`src/logic/stl_map.svh`:
```
// register offsets, field limits, reset values and encoder counts
`ifndef STL_MAP_SVH
`define STL_MAP_SVH

`define STL_ADDR_MODE      8'h02
`define STL_ADDR_GAIN      8'h5c
`define STL_ADDR_INVERT    8'h5d
`define STL_ADDR_LIMIT     8'h5e
`define STL_ADDR_WINDOW    8'h60
`define STL_ADDR_ZSPD      8'h61
`define STL_ADDR_IRQ_STAT  8'h70
`define STL_ADDR_IRQ_CLR   8'h71
`define STL_ADDR_IRQ_EN    8'h72
`define STL_ADDR_STATUS    8'h73
`define STL_ADDR_TORQUE    8'h74

`define STL_RST_MODE       16'h0000
`define STL_RST_GAIN       16'h001e
`define STL_RST_INVERT     16'h0000
`define STL_RST_LIMIT      16'h012c
`define STL_RST_WINDOW     16'h000a
`define STL_RST_ZSPD       16'h0032

`define STL_GAIN_MIN       16'h000a
`define STL_GAIN_MAX       16'h0064
`define STL_INVERT_MAX     16'h0001
`define STL_LIMIT_RANGE    16'h01f4
`define STL_SYS_MAX_TRQ    16'h012c
`define STL_WINDOW_MAX     16'h7fff
`define STL_ZSPD_MAX       16'h2710
`define STL_MODE_MAX       16'h000f

`define STL_MODE_INV_OK    16'h0005
`define STL_MODE_TORQUE    16'h0002

`define STL_CNT_17BIT      32'h0002_0000
`define STL_CNT_2500P      32'h0000_2710

`define STL_IRQ_INPOS      0
`define STL_IRQ_ZSPD       1
`define STL_IRQ_CLAMP      2
`define STL_IRQ_W          3

`endif

```
`src/logic/stl_pkg.sv`:
```
// shared types and arithmetic for the torque limit and status block
package stl_pkg;

    // register-port request from software
    typedef struct packed {
        logic        wr;
        logic        rd;
        logic [7:0]  addr;
        logic [15:0] wdata;
    } stl_bus_type;

    // settings currently in effect
    typedef struct packed {
        logic [15:0] mode;
        logic [15:0] gain;
        logic [15:0] invert;
        logic [15:0] limit;
        logic [15:0] window;
        logic [15:0] zspd;
    } stl_cfg_type;

    // magnitude of a signed 32-bit quantity
    function automatic logic [31:0] stl_abs32(input logic signed [31:0] v);
        stl_abs32 = v[31] ? 32'(-v) : 32'(v);
    endfunction

endpackage

```
`src/logic/servo_torque_limit_status.sv`:
```
// top of the torque limit and motion status block with register port
`timescale 1ns/1ps
`include "stl_map.svh"
module servo_torque_limit_status
    import stl_pkg::*;
(
    input  wire logic               ref_clk,
    input  wire logic               srst,
    input  wire stl_bus_type        regBus,
    output logic [15:0]             rdData,
    input  wire logic signed [15:0] torqueCmdAnalogIn,
    input  wire logic signed [15:0] altCmdAnalogIn,
    input  wire logic signed [31:0] posErrCount,
    input  wire logic signed [15:0] motorSpeed,
    output logic signed [15:0]      torqueCmdOut,
    output logic                    inPositionFlag,
    output logic                    zeroSpeedFlag,
    output logic                    irq
);

    // setting registers
    logic [15:0]          mode_ff;
    logic [15:0]          gain_ff;
    logic [15:0]          invert_ff;
    logic [15:0]          limit_ff;
    logic [15:0]          window_ff;
    logic [15:0]          zspd_ff;

    // interrupt registers
    logic [`STL_IRQ_W-1:0] irqStat_ff;
    logic [`STL_IRQ_W-1:0] irqEn_ff;
    logic [`STL_IRQ_W-1:0] nxt_irqStat;
    logic [`STL_IRQ_W-1:0] events;
    logic                  irq_ff;

    // output and history registers
    logic signed [15:0]   torque_ff;
    logic                 inPos_ff;
    logic                 zspd_flag_ff;
    logic                 clamp_ff;
    logic [15:0]          rdData_ff;

    // datapath wires
    stl_cfg_type          cfg;
    logic signed [15:0]   cmdSel;
    logic signed [15:0]   torquePct;
    logic                 clampHit;
    logic [31:0]          errMag;
    logic [31:0]          spdMag;
    logic                 nxt_inPos;
    logic                 nxt_zspd;
    logic                 wrMode;
    logic                 wrGain;
    logic                 wrInvert;
    logic                 wrLimit;
    logic                 wrWindow;
    logic                 wrZspd;
    logic                 wrIrqClr;
    logic                 wrIrqEn;
    logic [15:0]          nxt_rdData;

    // write decode; each strobe qualified by address
    assign wrMode   = regBus.wr && (regBus.addr == `STL_ADDR_MODE);
    assign wrGain   = regBus.wr && (regBus.addr == `STL_ADDR_GAIN);
    assign wrInvert = regBus.wr && (regBus.addr == `STL_ADDR_INVERT);
    assign wrLimit  = regBus.wr && (regBus.addr == `STL_ADDR_LIMIT);
    assign wrWindow = regBus.wr && (regBus.addr == `STL_ADDR_WINDOW);
    assign wrZspd   = regBus.wr && (regBus.addr == `STL_ADDR_ZSPD);
    assign wrIrqClr = regBus.wr && (regBus.addr == `STL_ADDR_IRQ_CLR);
    assign wrIrqEn  = regBus.wr && (regBus.addr == `STL_ADDR_IRQ_EN);

    // control mode; out-of-range values are dropped, not truncated
    always_ff @(posedge ref_clk) begin
        if (srst) begin
            mode_ff <= `STL_RST_MODE;
        end else if (wrMode && regBus.wdata <= `STL_MODE_MAX) begin
            mode_ff <= regBus.wdata;
        end
    end

    // command gain; a zero gain would make the divide meaningless
    always_ff @(posedge ref_clk) begin
        if (srst) begin
            gain_ff <= `STL_RST_GAIN;
        end else if (wrGain && regBus.wdata >= `STL_GAIN_MIN
                     && regBus.wdata <= `STL_GAIN_MAX) begin
            gain_ff <= regBus.wdata;
        end
    end

    // polarity inversion setting, 0 or 1 only
    always_ff @(posedge ref_clk) begin
        if (srst) begin
            invert_ff <= `STL_RST_INVERT;
        end else if (wrInvert && regBus.wdata <= `STL_INVERT_MAX) begin
            invert_ff <= regBus.wdata;
        end
    end

    // torque limit; the system maximum is tighter than the field range,
    // so both bounds are checked and a refused write leaves the old value
    always_ff @(posedge ref_clk) begin
        if (srst) begin
            limit_ff <= `STL_RST_LIMIT;
        end else if (wrLimit && regBus.wdata <= `STL_LIMIT_RANGE
                     && regBus.wdata <= `STL_SYS_MAX_TRQ) begin
            limit_ff <= regBus.wdata;
        end
    end

    // in-position window in encoder counts
    always_ff @(posedge ref_clk) begin
        if (srst) begin
            window_ff <= `STL_RST_WINDOW;
        end else if (wrWindow && regBus.wdata <= `STL_WINDOW_MAX) begin
            window_ff <= regBus.wdata;
        end
    end

    // zero-speed threshold in r/min
    always_ff @(posedge ref_clk) begin
        if (srst) begin
            zspd_ff <= `STL_RST_ZSPD;
        end else if (wrZspd && regBus.wdata <= `STL_ZSPD_MAX) begin
            zspd_ff <= regBus.wdata;
        end
    end

    // settings bundle handed to the scaler
    assign cfg.mode   = mode_ff;
    assign cfg.gain   = gain_ff;
    assign cfg.invert = invert_ff;
    assign cfg.limit  = limit_ff;
    assign cfg.window = window_ff;
    assign cfg.zspd   = zspd_ff;

    // source select: torque mode uses the alternate analogue pin
    assign cmdSel = (mode_ff == `STL_MODE_TORQUE) ? altCmdAnalogIn
                                                  : torqueCmdAnalogIn;

    stl_torque_scale u_scale (
        .cmdMv     (cmdSel),
        .cfg       (cfg),
        .torquePct (torquePct),
        .clampHit  (clampHit)
    );

    // clamped torque registered every cycle so a new limit acts at once
    always_ff @(posedge ref_clk) begin
        if (srst) begin
            torque_ff <= 16'sh0000;
            clamp_ff  <= 1'b0;
        end else begin
            torque_ff <= torquePct;
            clamp_ff  <= clampHit;
        end
    end

    // error magnitude; the counter is in encoder resolution units, so the
    // window means different angles for the two encoder kinds
    assign errMag    = stl_abs32(posErrCount);
    assign nxt_inPos = errMag <= {16'h0000, window_ff};

    // speed magnitude so CW and CCW share one threshold
    assign spdMag   = stl_abs32(32'(motorSpeed));
    assign nxt_zspd = spdMag < {16'h0000, zspd_ff};

    // status flags, recomputed every cycle with no hysteresis; a small
    // window can therefore chatter, which is left to the host to avoid
    always_ff @(posedge ref_clk) begin
        if (srst) begin
            inPos_ff     <= 1'b0;
            zspd_flag_ff <= 1'b0;
        end else begin
            inPos_ff     <= nxt_inPos;
            zspd_flag_ff <= nxt_zspd;
        end
    end

    // rising edges of the flags and of the clamp are the interrupt events
    assign events[`STL_IRQ_INPOS] = nxt_inPos && !inPos_ff;
    assign events[`STL_IRQ_ZSPD]  = nxt_zspd && !zspd_flag_ff;
    assign events[`STL_IRQ_CLAMP] = clampHit && !clamp_ff;

    // sticky status; a new event beats a clear in the same cycle
    always_comb begin
        nxt_irqStat = irqStat_ff;
        if (wrIrqClr) begin
            nxt_irqStat = irqStat_ff & ~regBus.wdata[`STL_IRQ_W-1:0];
        end
        nxt_irqStat = nxt_irqStat | events;
    end

    always_ff @(posedge ref_clk) begin
        if (srst) begin
            irqStat_ff <= '0;
        end else begin
            irqStat_ff <= nxt_irqStat;
        end
    end

    // interrupt enable mask
    always_ff @(posedge ref_clk) begin
        if (srst) begin
            irqEn_ff <= '0;
        end else if (wrIrqEn) begin
            irqEn_ff <= regBus.wdata[`STL_IRQ_W-1:0];
        end
    end

    // level interrupt; built from next state so it tracks the status bits
    always_ff @(posedge ref_clk) begin
        if (srst) begin
            irq_ff <= 1'b0;
        end else begin
            irq_ff <= |(nxt_irqStat & irqEn_ff);
        end
    end

    // read mux; unmapped and write-only addresses read as zero
    always_comb begin
        nxt_rdData = 16'h0000;
        case (regBus.addr)
            `STL_ADDR_MODE:     nxt_rdData = mode_ff;
            `STL_ADDR_GAIN:     nxt_rdData = gain_ff;
            `STL_ADDR_INVERT:   nxt_rdData = invert_ff;
            `STL_ADDR_LIMIT:    nxt_rdData = limit_ff;
            `STL_ADDR_WINDOW:   nxt_rdData = window_ff;
            `STL_ADDR_ZSPD:     nxt_rdData = zspd_ff;
            `STL_ADDR_IRQ_STAT: nxt_rdData = {13'h0000, irqStat_ff};
            `STL_ADDR_IRQ_EN:   nxt_rdData = {13'h0000, irqEn_ff};
            `STL_ADDR_STATUS:   nxt_rdData = {13'h0000, clamp_ff,
                                              zspd_flag_ff, inPos_ff};
            `STL_ADDR_TORQUE:   nxt_rdData = torque_ff;
            default:            nxt_rdData = 16'h0000;
        endcase
    end

    // read data stands only in the cycle after the strobe
    always_ff @(posedge ref_clk) begin
        if (srst) begin
            rdData_ff <= 16'h0000;
        end else if (regBus.rd) begin
            rdData_ff <= nxt_rdData;
        end else begin
            rdData_ff <= 16'h0000;
        end
    end

    // outputs straight from flip-flops
    assign rdData         = rdData_ff;
    assign torqueCmdOut   = torque_ff;
    assign inPositionFlag = inPos_ff;
    assign zeroSpeedFlag  = zspd_flag_ff;
    assign irq            = irq_ff;

endmodule

```
`src/logic/stl_torque_scale.sv`:
```
// command scaling, polarity and torque clamp (combinational)
`timescale 1ns/1ps
`include "stl_map.svh"
module stl_torque_scale
    import stl_pkg::*;
(
    input  wire logic signed [15:0] cmdMv,
    input  wire stl_cfg_type        cfg,
    output logic signed [15:0]      torquePct,
    output logic                    clampHit
);

    logic signed [16:0] gainS;
    logic signed [16:0] quot;
    logic signed [16:0] pol;
    logic signed [16:0] lim;
    logic               invOn;

    // percent of rated = mV / gain, since gain units are 100 mV per 100%
    assign gainS = {1'b0, cfg.gain};
    assign quot  = 17'(cmdMv) / gainS;
    // inversion honoured only in the one mode that allows it
    assign invOn = (cfg.mode == `STL_MODE_INV_OK)
                   && cfg.invert[0];
    // positive sign means CCW; inverted positive command yields CW
    assign pol   = invOn ? 17'(-quot) : quot;
    assign lim   = {1'b0, cfg.limit};

    // symmetric clamp, evaluated on the live limit every cycle
    always_comb begin
        clampHit  = 1'b0;
        torquePct = 16'(pol);
        if (pol > lim) begin
            torquePct = 16'(lim);
            clampHit  = 1'b1;
        end else if (pol < -lim) begin
            torquePct = 16'(-lim);
            clampHit  = 1'b1;
        end
    end

endmodule

```
`config.mk`:
```
export PLATFORM = sky130hd
export DESIGN_NAME = servo_torque_limit_status
export DESIGN_NICKNAME = d
export VERILOG_FILES = /design/src/logic/stl_pkg.sv /design/src/logic/servo_torque_limit_status.sv /design/src/logic/stl_torque_scale.sv
export VERILOG_INCLUDE_DIRS = /design/src /design/src/logic
export SDC_FILE = /design/constraint.sdc
export NUM_CORES = 1
export LEC_CHECK = 0
export ABC_AREA = 1
export BUFFER_PORTS_ARGS = -buffer_cell sky130_fd_sc_hd__buf_2
export CAP_MARGIN = 10
export CORE_UTILIZATION = 32
export CTS_CLUSTER_DIAMETER = 120
export DETAILED_ROUTE_END_ITERATION = 10
export PLACE_DENSITY = 0.46
export SYNTH_ARGS = -nofsm -noshare
export SYNTH_HDL_FRONTEND = slang
export SYNTH_SLANG_ARGS = --single-unit
export TNS_END_PERCENT = 50
```
`constraint.sdc`:
```
create_clock -name ref_clk -period 50.7 [get_ports ref_clk]
set_input_delay 0 -clock ref_clk [delete_from_list [all_inputs] [get_ports ref_clk]]
set_output_delay 0 -clock ref_clk [all_outputs]
set_load 0.01 [all_outputs]
```
# [Yosys cells after proc, flatten, opt, wreduce, memory -nomap -nowiden]
# Index checks and enable logic that the tools add are counted.
[totals] inputBits=108 output_inout_bits=35 elab_cells=84 ff_bits=138
[classes] n_reduce_logical=25 n_eq_ne=13 addsub=4 n_div=1 order_cmp=12 n_mux=10 bitwise=5
[ops] op="$pmux 16 s10" n=1
[ops] op="$eq 8x7->1 const B" n=10
[ops] op="$mux 32" n=2
[ops] op="$mux 16" n=3
[ops] op="$le 16x9->1 const B" n=2
[ops] op="$le 32x16->1" n=1
[ops] op="$lt 32x16->1" n=1
[ops] op="$neg 16->32" n=1
[ops] op="$neg 32->32" n=1
[ops] op="$logic_and 1x1->1" n=20
[ops] op="$div 17x17->17" n=1
[ops] op="$gt 17x17->1" n=1
[ops] op="$lt 17x17->1" n=1
[ops] op="$mux 17" n=1
[ops] op="$neg 16->17" n=1
[ops] op="$neg 17->17" n=1
[ops] op="$eq 16x2->1 const B" n=1
[ops] op="$eq 16x3->1 const B" n=1
[ops] op="$ge 16x4->1 const B" n=1
[ops] op="$le 16x1->1 const B" n=1
[ops] op="$le 16x14->1 const B" n=1
[ops] op="$le 16x15->1 const B" n=1
[ops] op="$le 16x4->1 const B" n=1
[ops] op="$le 16x7->1 const B" n=1
[ops] op="other kinds (10)" n=14

# [Logic depth before layout (Yosys ltp)]
# Gate-level depths: netlist of run 1.
[logic_depth] word_depth=12 mapped_depth=259 mapped_depth_nobuf=250

# [Modules after synthesis]
# From an unflattened synthesis of run 1, not the netlist that was laid out.
[unflattened] cells_unflattened=2732 hier_area_um2=17936.0
[modules_own_cells] module="stl_torque_scale" cells_each=1654 seq_area_each_um2=0.0 area_each_um2=10069.7 instances=1
[modules_own_cells] module="servo_torque_limit_status" cells_each=1078 seq_area_each_um2=2762.6 area_each_um2=7866.3 instances=1

# [Least setup slack after synthesis of run 1]
# No wires, ideal clock.
[synth_timing] kind="reg-to-reg" from="reg mode_ff[13]" to="reg torque_ff[9], in the netlist torqueCmdOut[9]" path_buffers=15 t_required_ns=50.583 arrival_time_ns=31.445 slack_ns=19.138 setup_time_ns=0.117 path_stages_with_launch=242 period_less_slack_ns=31.562 path_cell_list="dfxtp_1 inv_1 nand4_1 nor2_2 nand3_2 buf_6 o21ai_0 inv_1 nor3_1 nand2_1 nor2_1 nand3_1 inv_1 ha_1 nor2_1 inv_1 nand4_1 nand2_2 (+206 left out) xor2_1 nand3_1 nor2_1 nand2_1 o21ai_1 xor2_1 ha_1 a21oi_1 nor2_1 a2111oi_0 o211ai_1 xor2_1 clkinv_1 clkbuf_1 nand3_1 o21ai_0 nor2_1 nor2_1"
[synth_via] elab_chain_cells=8 word_cells_on_any_way=11 cone_classes="add/sub: 1; div: 1; order compare: 2; eq/ne: 2; mux: 4; reduce/logical: 1"
[synth_rtl] element="from (decl)" line="servo_torque_limit_status.sv:22" source="logic [15:0] mode_ff;"
[synth_rtl] element="from (signal assigned)" line="servo_torque_limit_status.sv:75" source="mode_ff <= `STL_RST_MODE;"
[synth_rtl] element="from (signal assigned)" line="servo_torque_limit_status.sv:77" source="mode_ff <= regBus.wdata;"
[synth_rtl] element="$eq 16x2->1 (no source line)"
[synth_rtl] element="$mux 16" line="servo_torque_limit_status.sv:138" source="assign cmdSel = (mode_ff == `STL_MODE_TORQUE) ? altCmdAnalogIn"
[synth_rtl] element="$div 17x17->17" line="stl_torque_scale.sv:21" source="assign quot = 17'(cmdMv) / gainS;"
[synth_rtl] element="$neg 17->17" line="stl_torque_scale.sv:26" source="assign pol = invOn ? 17'(-quot) : quot;"
[synth_rtl] element="$mux 17 *" line="stl_torque_scale.sv:26"
[synth_rtl] element="$lt 17x17->1" line="stl_torque_scale.sv:36" source="end else if (pol < -lim) begin"
[synth_rtl] element="$mux 16" line="stl_torque_scale.sv:36"
[synth_rtl] element="$mux 16 *" line="stl_torque_scale.sv:33" source="if (pol > lim) begin"
[synth_rtl] element="to (signal assigned)" line="servo_torque_limit_status.sv:154" source="torque_ff <= torquePct;"
[synth_rtl] element="to (decl)" line="servo_torque_limit_status.sv:37" source="logic signed [15:0] torque_ff;"
# Every way passes the cells marked *; elsewhere a longest branch is shown, timed or not.
# A chain may end at the register's enable or synchronous reset.

# [Worst setup path in the final report of run 1]
[layout_timing] from="reg mode_ff[11]" to="reg torque_ff[0], in the netlist torqueCmdOut[0]"
# Same word-level chain as after synthesis.

==> results of run 1 <==
==> critical path, delay by kind of cell (launching register included) <==
family | cells | cell delay (ps)
fa+ha+maj | 18 | 5440
xor+xnor | 4 | 1750
simple gates | 96 | 11480
buf+inv | 35 | 5320
flops | 1 | 300
compound gates | 76 | 15680
==> cells in the final DEF (no fill, tap or decap), drive strengths merged, types with 108 or more instances in the layout <==
cell / count
a21oi: 204
buf: 165
dfxtp: 138
ha: 223
inv: 404
nand2: 505
nand3: 108
nor2: 196
o21ai: 217
xor2: 114
==> flip-flops by register name, indices dropped and copies added, names as in the netlist <==
signal,flops
gain_ff,16
invert_ff,16
limit_ff,16
mode_ff,16
rdData,16
torqueCmdOut,16
window_ff,16
zspd_ff,16
irqEn_ff,3
irqStat_ff,3
clamp_ff,1
inPositionFlag,1
irq,1
zeroSpeedFlag,1
==> cells by family (layout without fill, tap and decap cells) <==
family | count (synthesis) | in the layout
XOR/XNOR | 178 | 178
flip-flops | 138 | 138
AND/OR/NAND/NOR | 982 | 982
AO/OA/AOI/OAI | 591 | 591
buffers and inverters | 473 | 617
multiplexers | 4 | 4
adder cells (fa/ha/maj) | 223 | 223
other | 1 | 1
==> what timing repair did <==
item,4_1_cts,5_1_grt
hold buffers,15,0
endpoints found under the hold margin,22,0
setup buffers,0,0
==> cell type report <==
cell class / instances / area [um2]
tap: 680 / 851
timing repair buffer: 180 / 1030
sequential: 138 / 2760
inverter: 406 / 1530
clock inverter: 11 / 87.6
multi-input combinational: 1979 / 12300
clock buffer: 20 / 467
fill: 5593 / 32800
==> through the flow <==
step                      std cells  util, %
after global routing           3414     36.7
final                          3414     36.7
after CTS                      3414     36.7
after global placement         3368     35.4
after floorplan                2590        -
after detailed placement       3368     35.4
==> metal layers <==
metal  global-route usage [%]  up-vias
met3                     1.47       53
met5                        0        -
met4                     4.85        0
met2                     36.9      349
li1                         -     8959
met1                     30.9     8172
==> final timing paths <==
path | to | slack [ps] | cells after the start
setup / recovery | torqueCmdOut[0] | 10530 | 229
hold / removal | window_ff[14] | 60 | 4
hold reg to reg | invert_ff[14] | 440 | 2
setup reg to reg | torqueCmdOut[0] | 10530 | 229
==> results.tsv, run 1 <==
metric	value	unit
rsz0062_at_grt	no	
yosys.cell_count.top_type	nand2_1	
die_h	232	um
synthXorXnorAreaFrac	9.26	%
wl_met3	1940	um
fin_skew	14.1	ps
ys_types	68	
synth_top_area_cell	ha_1	
wl	59900	um
yosys-top-cells-count	nand2_1, inv_1, ha_1, a21oi_1, nor2_1	
period_share	79.2	%
grt_max_degree	59	
dpl.hpwl	48700	um
wl_met2	27300	um
portBuffers	142	
cts_tree	built	
synthSimpleGateAreaFrac	25.9	%
startpoint_type	register	
min_period	40170	ps
ys_seq_elements	138	
timing.final.ws_setup	10530	ps
synth-main-ff-cell	dfxtp_1	
drive_gt1_share	11.7	%
crit_required	51050	ps
final_area	19000	um2
num_antenna_cells	0	
max_freq	0.0249	GHz
path_clk_slew	60	ps
dr.pass1.iters	6	
cp_slowest_stage_delay	1040	ps
slew_headroom	14.0	%
critical_path.most_common_cell	nand2_1	
arrival	40520	ps
htree_levels	4	
dpl_cell_area	18300	um2
wl_met1	29500	um
synth-edff-count	0	
antenna_found_initial	0	
cts_resized	0	
dieArea	53800	um2
viasPerCell	5.14	
syn-num-nets	2921	
crit_type	reg2reg	
cts.sinks	138	
core_area	51800	um2
synth_top_family_by_area	simple AND/OR/NAND/NOR gates	
drc_errors	0	
grt-ovfl-total	0	
hold_slack	63.3	ps
ant_nets	0	
syn_area	16900	um2
synth_top_area_share	16.5	%
highest_layer	met4	
critPathLaunch	mode_ff[11]	
initial_core_util	32.6	%
clk_latency	440	ps
clock-root-buffer	clkbuf_16	
synthMuxAreaShare	0.237	%
grt_pass1_wl	93500	um
ys_warn_count	0	
area_growth	12.6	%
place_congestion	0.907	
wire_per_inst	17.5	um
min_from	regBus[25]	
synth_area_leaders	ha_1, dfxtp_1, nand2_1	
die-width	232	um
fin_setup_tns	0	ps
grt_pass1_vias	16900	
r2r-start	mode_ff[11]	
crit_path_end_kind	register	
maxCapViolCount	0	
nets	3053	
track_usage	22.1	%
via_count	17500	
hold_violations	0	
cp_slowest_cell	a221oi_1	
numCtsBuffers	17	
hp-class	in2reg	
worstMarginPinSlew	1290	ps
io_pins	143	
synthAdderAreaFrac	16.5	%
status	finished clean	
syn_inst	2590	
synth.avg_cell_area	6.53	um2
rows	83	
drtIter0Drc	1053	
dp_slack	10690	ps
ys_seq_area_share	16.3	%
ys_async_sr_fraction	0	%
setup_viol	0	
clock_path_buffers	2	
crit_fanout	30	
final_max_slew_viol_count	0	
synth_compound_area_share	20.7	%
Power of run 1 is not shown: default switching activity piles up to over one toggle a cycle in this logic, so the estimate is an artifact.
==> run 2, diff against run 1 <==
Clock period 50.7 ns to 41.3 ns, I/O delays scaled along.
==> results.tsv, run 2 (synthesis gave the netlist of run 1 again) <==
metric	value	unit
period_share	91.4	%
worstMarginPinSlew	890	ps
clock_path_buffers	2	
hp-class	in2reg	
path_clk_slew	70	ps
cp_slowest_stage_delay	470	ps
initial_core_util	32.6	%
rrSetupSlack	3550	ps
worstHoldPathCells	3	
cts_tree	built	
track_usage	22.4	%
critical_path.most_common_cell	nand2_1	
wl	61200	um
hold_violations	0	
min_to	window_ff[6]	
crit_fanout	30	
maxCapViolCount	0	
fin_skew	17.7	ps
dpl.cell_count	3368	
crit_required	41650	ps
layout_commonest_cell	nand2_1	
die-width	232	um
dpl_cell_area	18300	um2
max_freq	0.0265	GHz
dr.pass1.iters	5	
r2r-start	mode_ff[11]	
grt_pass1_wl	93700	um
ant_nets	0	
grt_pass1_vias	16700	
drive_gt1_share	12.2	%
crit_path_end_kind	register	
grt_max_degree	79	
clock-root-buffer	clkbuf_16	
via_count	17700	
antenna_found_initial	1	
min_period	37750	ps
htree_levels	4	
finalNonFillerCells	3422	
drtIter0Drc	1111	
dieArea	53800	um2
numCtsBuffers	17	
final_max_slew_viol_count	0	
place_congestion	0.907	
cp_slowest_cell	o31ai_1	
nets	3060	
die_h	232	um
num_antenna_cells	0	
final_area	19200	um2
final_cell_mix	nand2_1, inv_1, ha_1, a21oi_1, nor2_1	
clk_latency	430	ps
viasPerCell	5.18	
grt-ovfl-total	0	
r2r_end	torqueCmdOut[0]	
area_growth	13.4	%
cts.sinks	138	
slew_headroom	40.5	%
rows	83	
min_from	regBus[6]	
dpl.hpwl	48900	um
portBuffers	142	
status	finished clean	
io_pins	143	
drc_errors	0	
setup_viol	0	
fill_cells	5548	
arrival	38090	ps
wire_per_inst	17.9	um
core_area	51800	um2
startpoint_type	register	
r2r_cells	236	
crit_type	reg2reg	
[run 2: worst max path at each step]
stage | slack (ps) | from | depth (start not counted) | end
2_1_floorplan | 9740 | mode_ff[13] | 241 | torqueCmdOut[9]
3_3_place_gp | 1240 | mode_ff[11] | 224 | torqueCmdOut[0]
3_5_place_dp | 280 | mode_ff[11] | 229 | torqueCmdOut[0]
4_1_cts | 90 | mode_ff[11] | 229 | torqueCmdOut[0]
5_1_grt | -10 | mode_ff[13] | 241 | torqueCmdOut[0]
6_report | 3550 | mode_ff[11] | 236 | torqueCmdOut[0]
[run 2: layer usage]
| metal | global-route usage [%] | wire [um] | share of wire (%) | vias to the layer above |
|---|---|---|---|---|
| li1 | - | - | - | 8964 |
| met1 | 30.6 | 29000 | 47 | 8238 |
| met2 | 37.4 | 28200 | 46 | 455 |
| met3 | 2.60 | 2830 | 4.6 | 63 |
| met4 | 5.26 | 1160 | 1.9 | 0 |
| met5 | 0 | 0 | 0 | - |
[run 2: worst max-delay path: cells and delay by family, from the launching register on]
kind / cells / cell delay, ps
fa+ha+maj: 18 / 5520
flops: 1 / 300
compound gates: 80 / 14140
xor+xnor: 4 / 1190
simple gates: 100 / 11860
buf+inv: 34 / 4560
[run 2: metrics by stage]
stage | setup TNS (ps) | hold slack, ps | util, % | worst slack [ps]
floorplan | 0 | 130 | - | 9740
global route | -13.1 | 33.7 | 37.0 | -13.1
global placement | 0 | 317 | 35.4 | 1240
finish | 0 | 26.3 | 37.0 | 3550
detailed placement | 0 | 318 | 35.4 | 275
CTS | 0 | 11.5 | 36.7 | 87.4
[run 2: repair_timing]
| action | 4_1_cts | 5_1_grt |
|---|---|---|
| buffers inserted | 0 | 7 |
| setup endpoints to repair | 0 | 19 |
| endpoints found under the hold margin | 21 | 0 |
| resized for setup | 0 | 17 |
| hold buffers | 14 | 0 |
[run 2: area by class of cell]
type | instances | area [um2] | area share [%]
repair inverters | 1 | 5.00 | 0.0261
multi-input cells | 1979 | 12400 | 64.6
flip-flops and latches | 138 | 2760 | 14.4
well taps | 680 | 851 | 4.43
clock inverters | 12 | 113 | 0.587
clock buffers | 20 | 447 | 2.33
repair buffers | 186 | 1080 | 5.61
inverters | 406 | 1540 | 8.03
Power of run 2 is left out for the same reason.
==> run 3, diff against run 2 <==
Settings changed: ABC_AREA 1 to not set.
==> results.tsv, run 3 <==
metric	value	unit
yosys.cell_count.top_type	nor2_1	
drc_errors	0	
synth_top_area_cell	ha_1	
dr.pass1.iters	5	
syn_inst	2369	
grt_busiest_layer	met2	
htree_levels	4	
grt_pass1_wl	97800	um
die-width	238	um
arrival	38710	ps
wire_per_inst	19.6	um
period_share	93.0	%
min_period	38410	ps
hp-class	in2reg	
clock-root-buffer	clkbuf_16	
met2_usage	35.8	%
nets	2811	
area_growth	12.3	%
final_cell_mix	nor2_1, ha_1, a21oi_1, nand2_1, buf_2	
initial_core_util	32.7	%
wl	63300	um
finalNonFillerCells	3232	
synth.avg_cell_area	7.50	um2
r2r_end	irq	
path_clk_slew	60	ps
syn-num-nets	2700	
worstMarginPinSlew	1160	ps
ys_async_sr_fraction	0	%
dpl.hpwl	50800	um
ant_nets	0	
clk_latency	430	ps
layout_commonest_cell	nor2_1	
rrSetupSlack	2890	ps
io_pins	143	
synth-main-ff-cell	dfxtp_1	
track_usage	21.9	%
synth_area_leaders	ha_1, dfxtp_1, xnor2_1	
rows	85	
die_h	238	um
ys_types	98	
synth_top_area_share	15.7	%
via_count	18000	
ys_seq_area_share	15.6	%
worstHoldPathCells	5	
grt-ovfl-total	0	
min_from	posErrCount[29]	
grt_pass1_vias	17200	
drtIter0Drc	1252	
drive_gt1_share	12.0	%
grt_use_met3	2.13	%
numCtsBuffers	17	
portBuffers	142	
dieArea	56500	um2
maxCapViolCount	0	
dpl.cell_count	3182	
final_max_slew_viol_count	0	
core_area	54300	um2
cp_slowest_cell	o31ai_1	
cts_tree	built	
num_antenna_cells	0	
place_congestion	0.877	
grt_use_met1	30.7	%
fill_cells	5707	
ys_warn_count	0	
viasPerCell	5.58	
grt_max_degree	72	
crit_fanout	33	
crit_required	41600	ps
hold_slack	3.02	ps
synth-edff-count	0	
crit_type	reg2reg	
hold_violations	0	
crit_path_end_kind	register	
slew_headroom	22.8	%
r2r-start	mode_ff[11]	
syn_area	17800	um2
min_to	inPositionFlag	
cp_slowest_stage_delay	860	ps
fin_skew	8.61	ps
fin_setup_tns	0	ps
cts.sinks	138	
clock_path_buffers	2	
ys_seq_elements	138	
r2r_cells	140	
antenna_found_initial	0	
max_freq	0.0260	GHz
final_core_util	36.7	%
critical_path.most_common_cell	ha_1	
startpoint_type	register	
rsz0062_at_grt	no	
yosys-top-cells-count	nor2_1, ha_1, a21oi_1, nand2_1, dfxtp_1	
setup_viol	0	
status	finished clean	
-- run 3: repair_timing --
action / 4_1_cts / 5_1_grt
endpoints found under the hold margin: 35 / 0
gates resized for setup: 0 / 11
hold buffers: 16 / 0
buffers inserted: 0 / 0
setup endpoints to repair: 0 / 19
-- run 3: worst max path at each step --
stage                           start               end  slack (ps)
after floorplan           mode_ff[11]   torqueCmdOut[5]        7700
after global placement    mode_ff[11]     irqStat_ff[2]        2200
after detailed placement  mode_ff[11]               irq         890
after CTS                 mode_ff[11]               irq         780
after global routing      mode_ff[15]  torqueCmdOut[14]          10
final                     mode_ff[11]               irq        2890
-- run 3: metrics by stage --
| stage | instance area (um2) | setup slack [ps] |
|---|---|---|
| 3_3_place_gp | 19200 | 2200 |
| 2_1_floorplan | 17800 | 7700 |
| 6_report | 19900 | 2890 |
| 5_1_grt | 19900 | 9.93 |
| 3_5_place_dp | 19200 | 892 |
| 4_1_cts | 19900 | 781 |
-- run 3: critical path: cells and delay by family, from the launching register on --
family | cells | cell delay [ps]
simple gates | 37 | 8470
mux | 8 | 3130
flops | 1 | 320
fa+ha+maj | 18 | 5990
buf+inv | 5 | 1380
compound gates | 68 | 17910
xor+xnor | 4 | 980
-- run 3: logic make-up after synthesis --
| logic type | after synthesis | share of synthesized area (%) |
|---|---|---|
| simple gates | 849 | 24.4 |
| compound gates | 681 | 25.5 |
| fa+ha+maj | 223 | 15.7 |
| buf+inv | 211 | 4.60 |
| xor+xnor | 164 | 8.09 |
| flops | 138 | 15.6 |
| mux | 102 | 6.11 |
| other cells | 1 | 0.0211 |
-- run 3: final cells by class --
| class | instances | area [um2] | share of cell area (%) |
|---|---|---|---|
| multi-input combinational | 2020 | 14200 | 71.4 |
| sequential | 138 | 2760 | 13.8 |
| timing repair buffer | 177 | 1010 | 5.08 |
| tap | 739 | 925 | 4.64 |
| inverter | 126 | 473 | 2.37 |
| clock buffer | 17 | 425 | 2.13 |
| clock inverter | 15 | 105 | 0.527 |
-- run 3: routing by layer --
layer / share of wire (%) / wire length [um]
met5: 0 / 0
met4: 2.2 / 1420
met3: 3.5 / 2210
met2: 45 / 28500
met1: 49 / 31100
Power of run 3 is left out for the same reason.
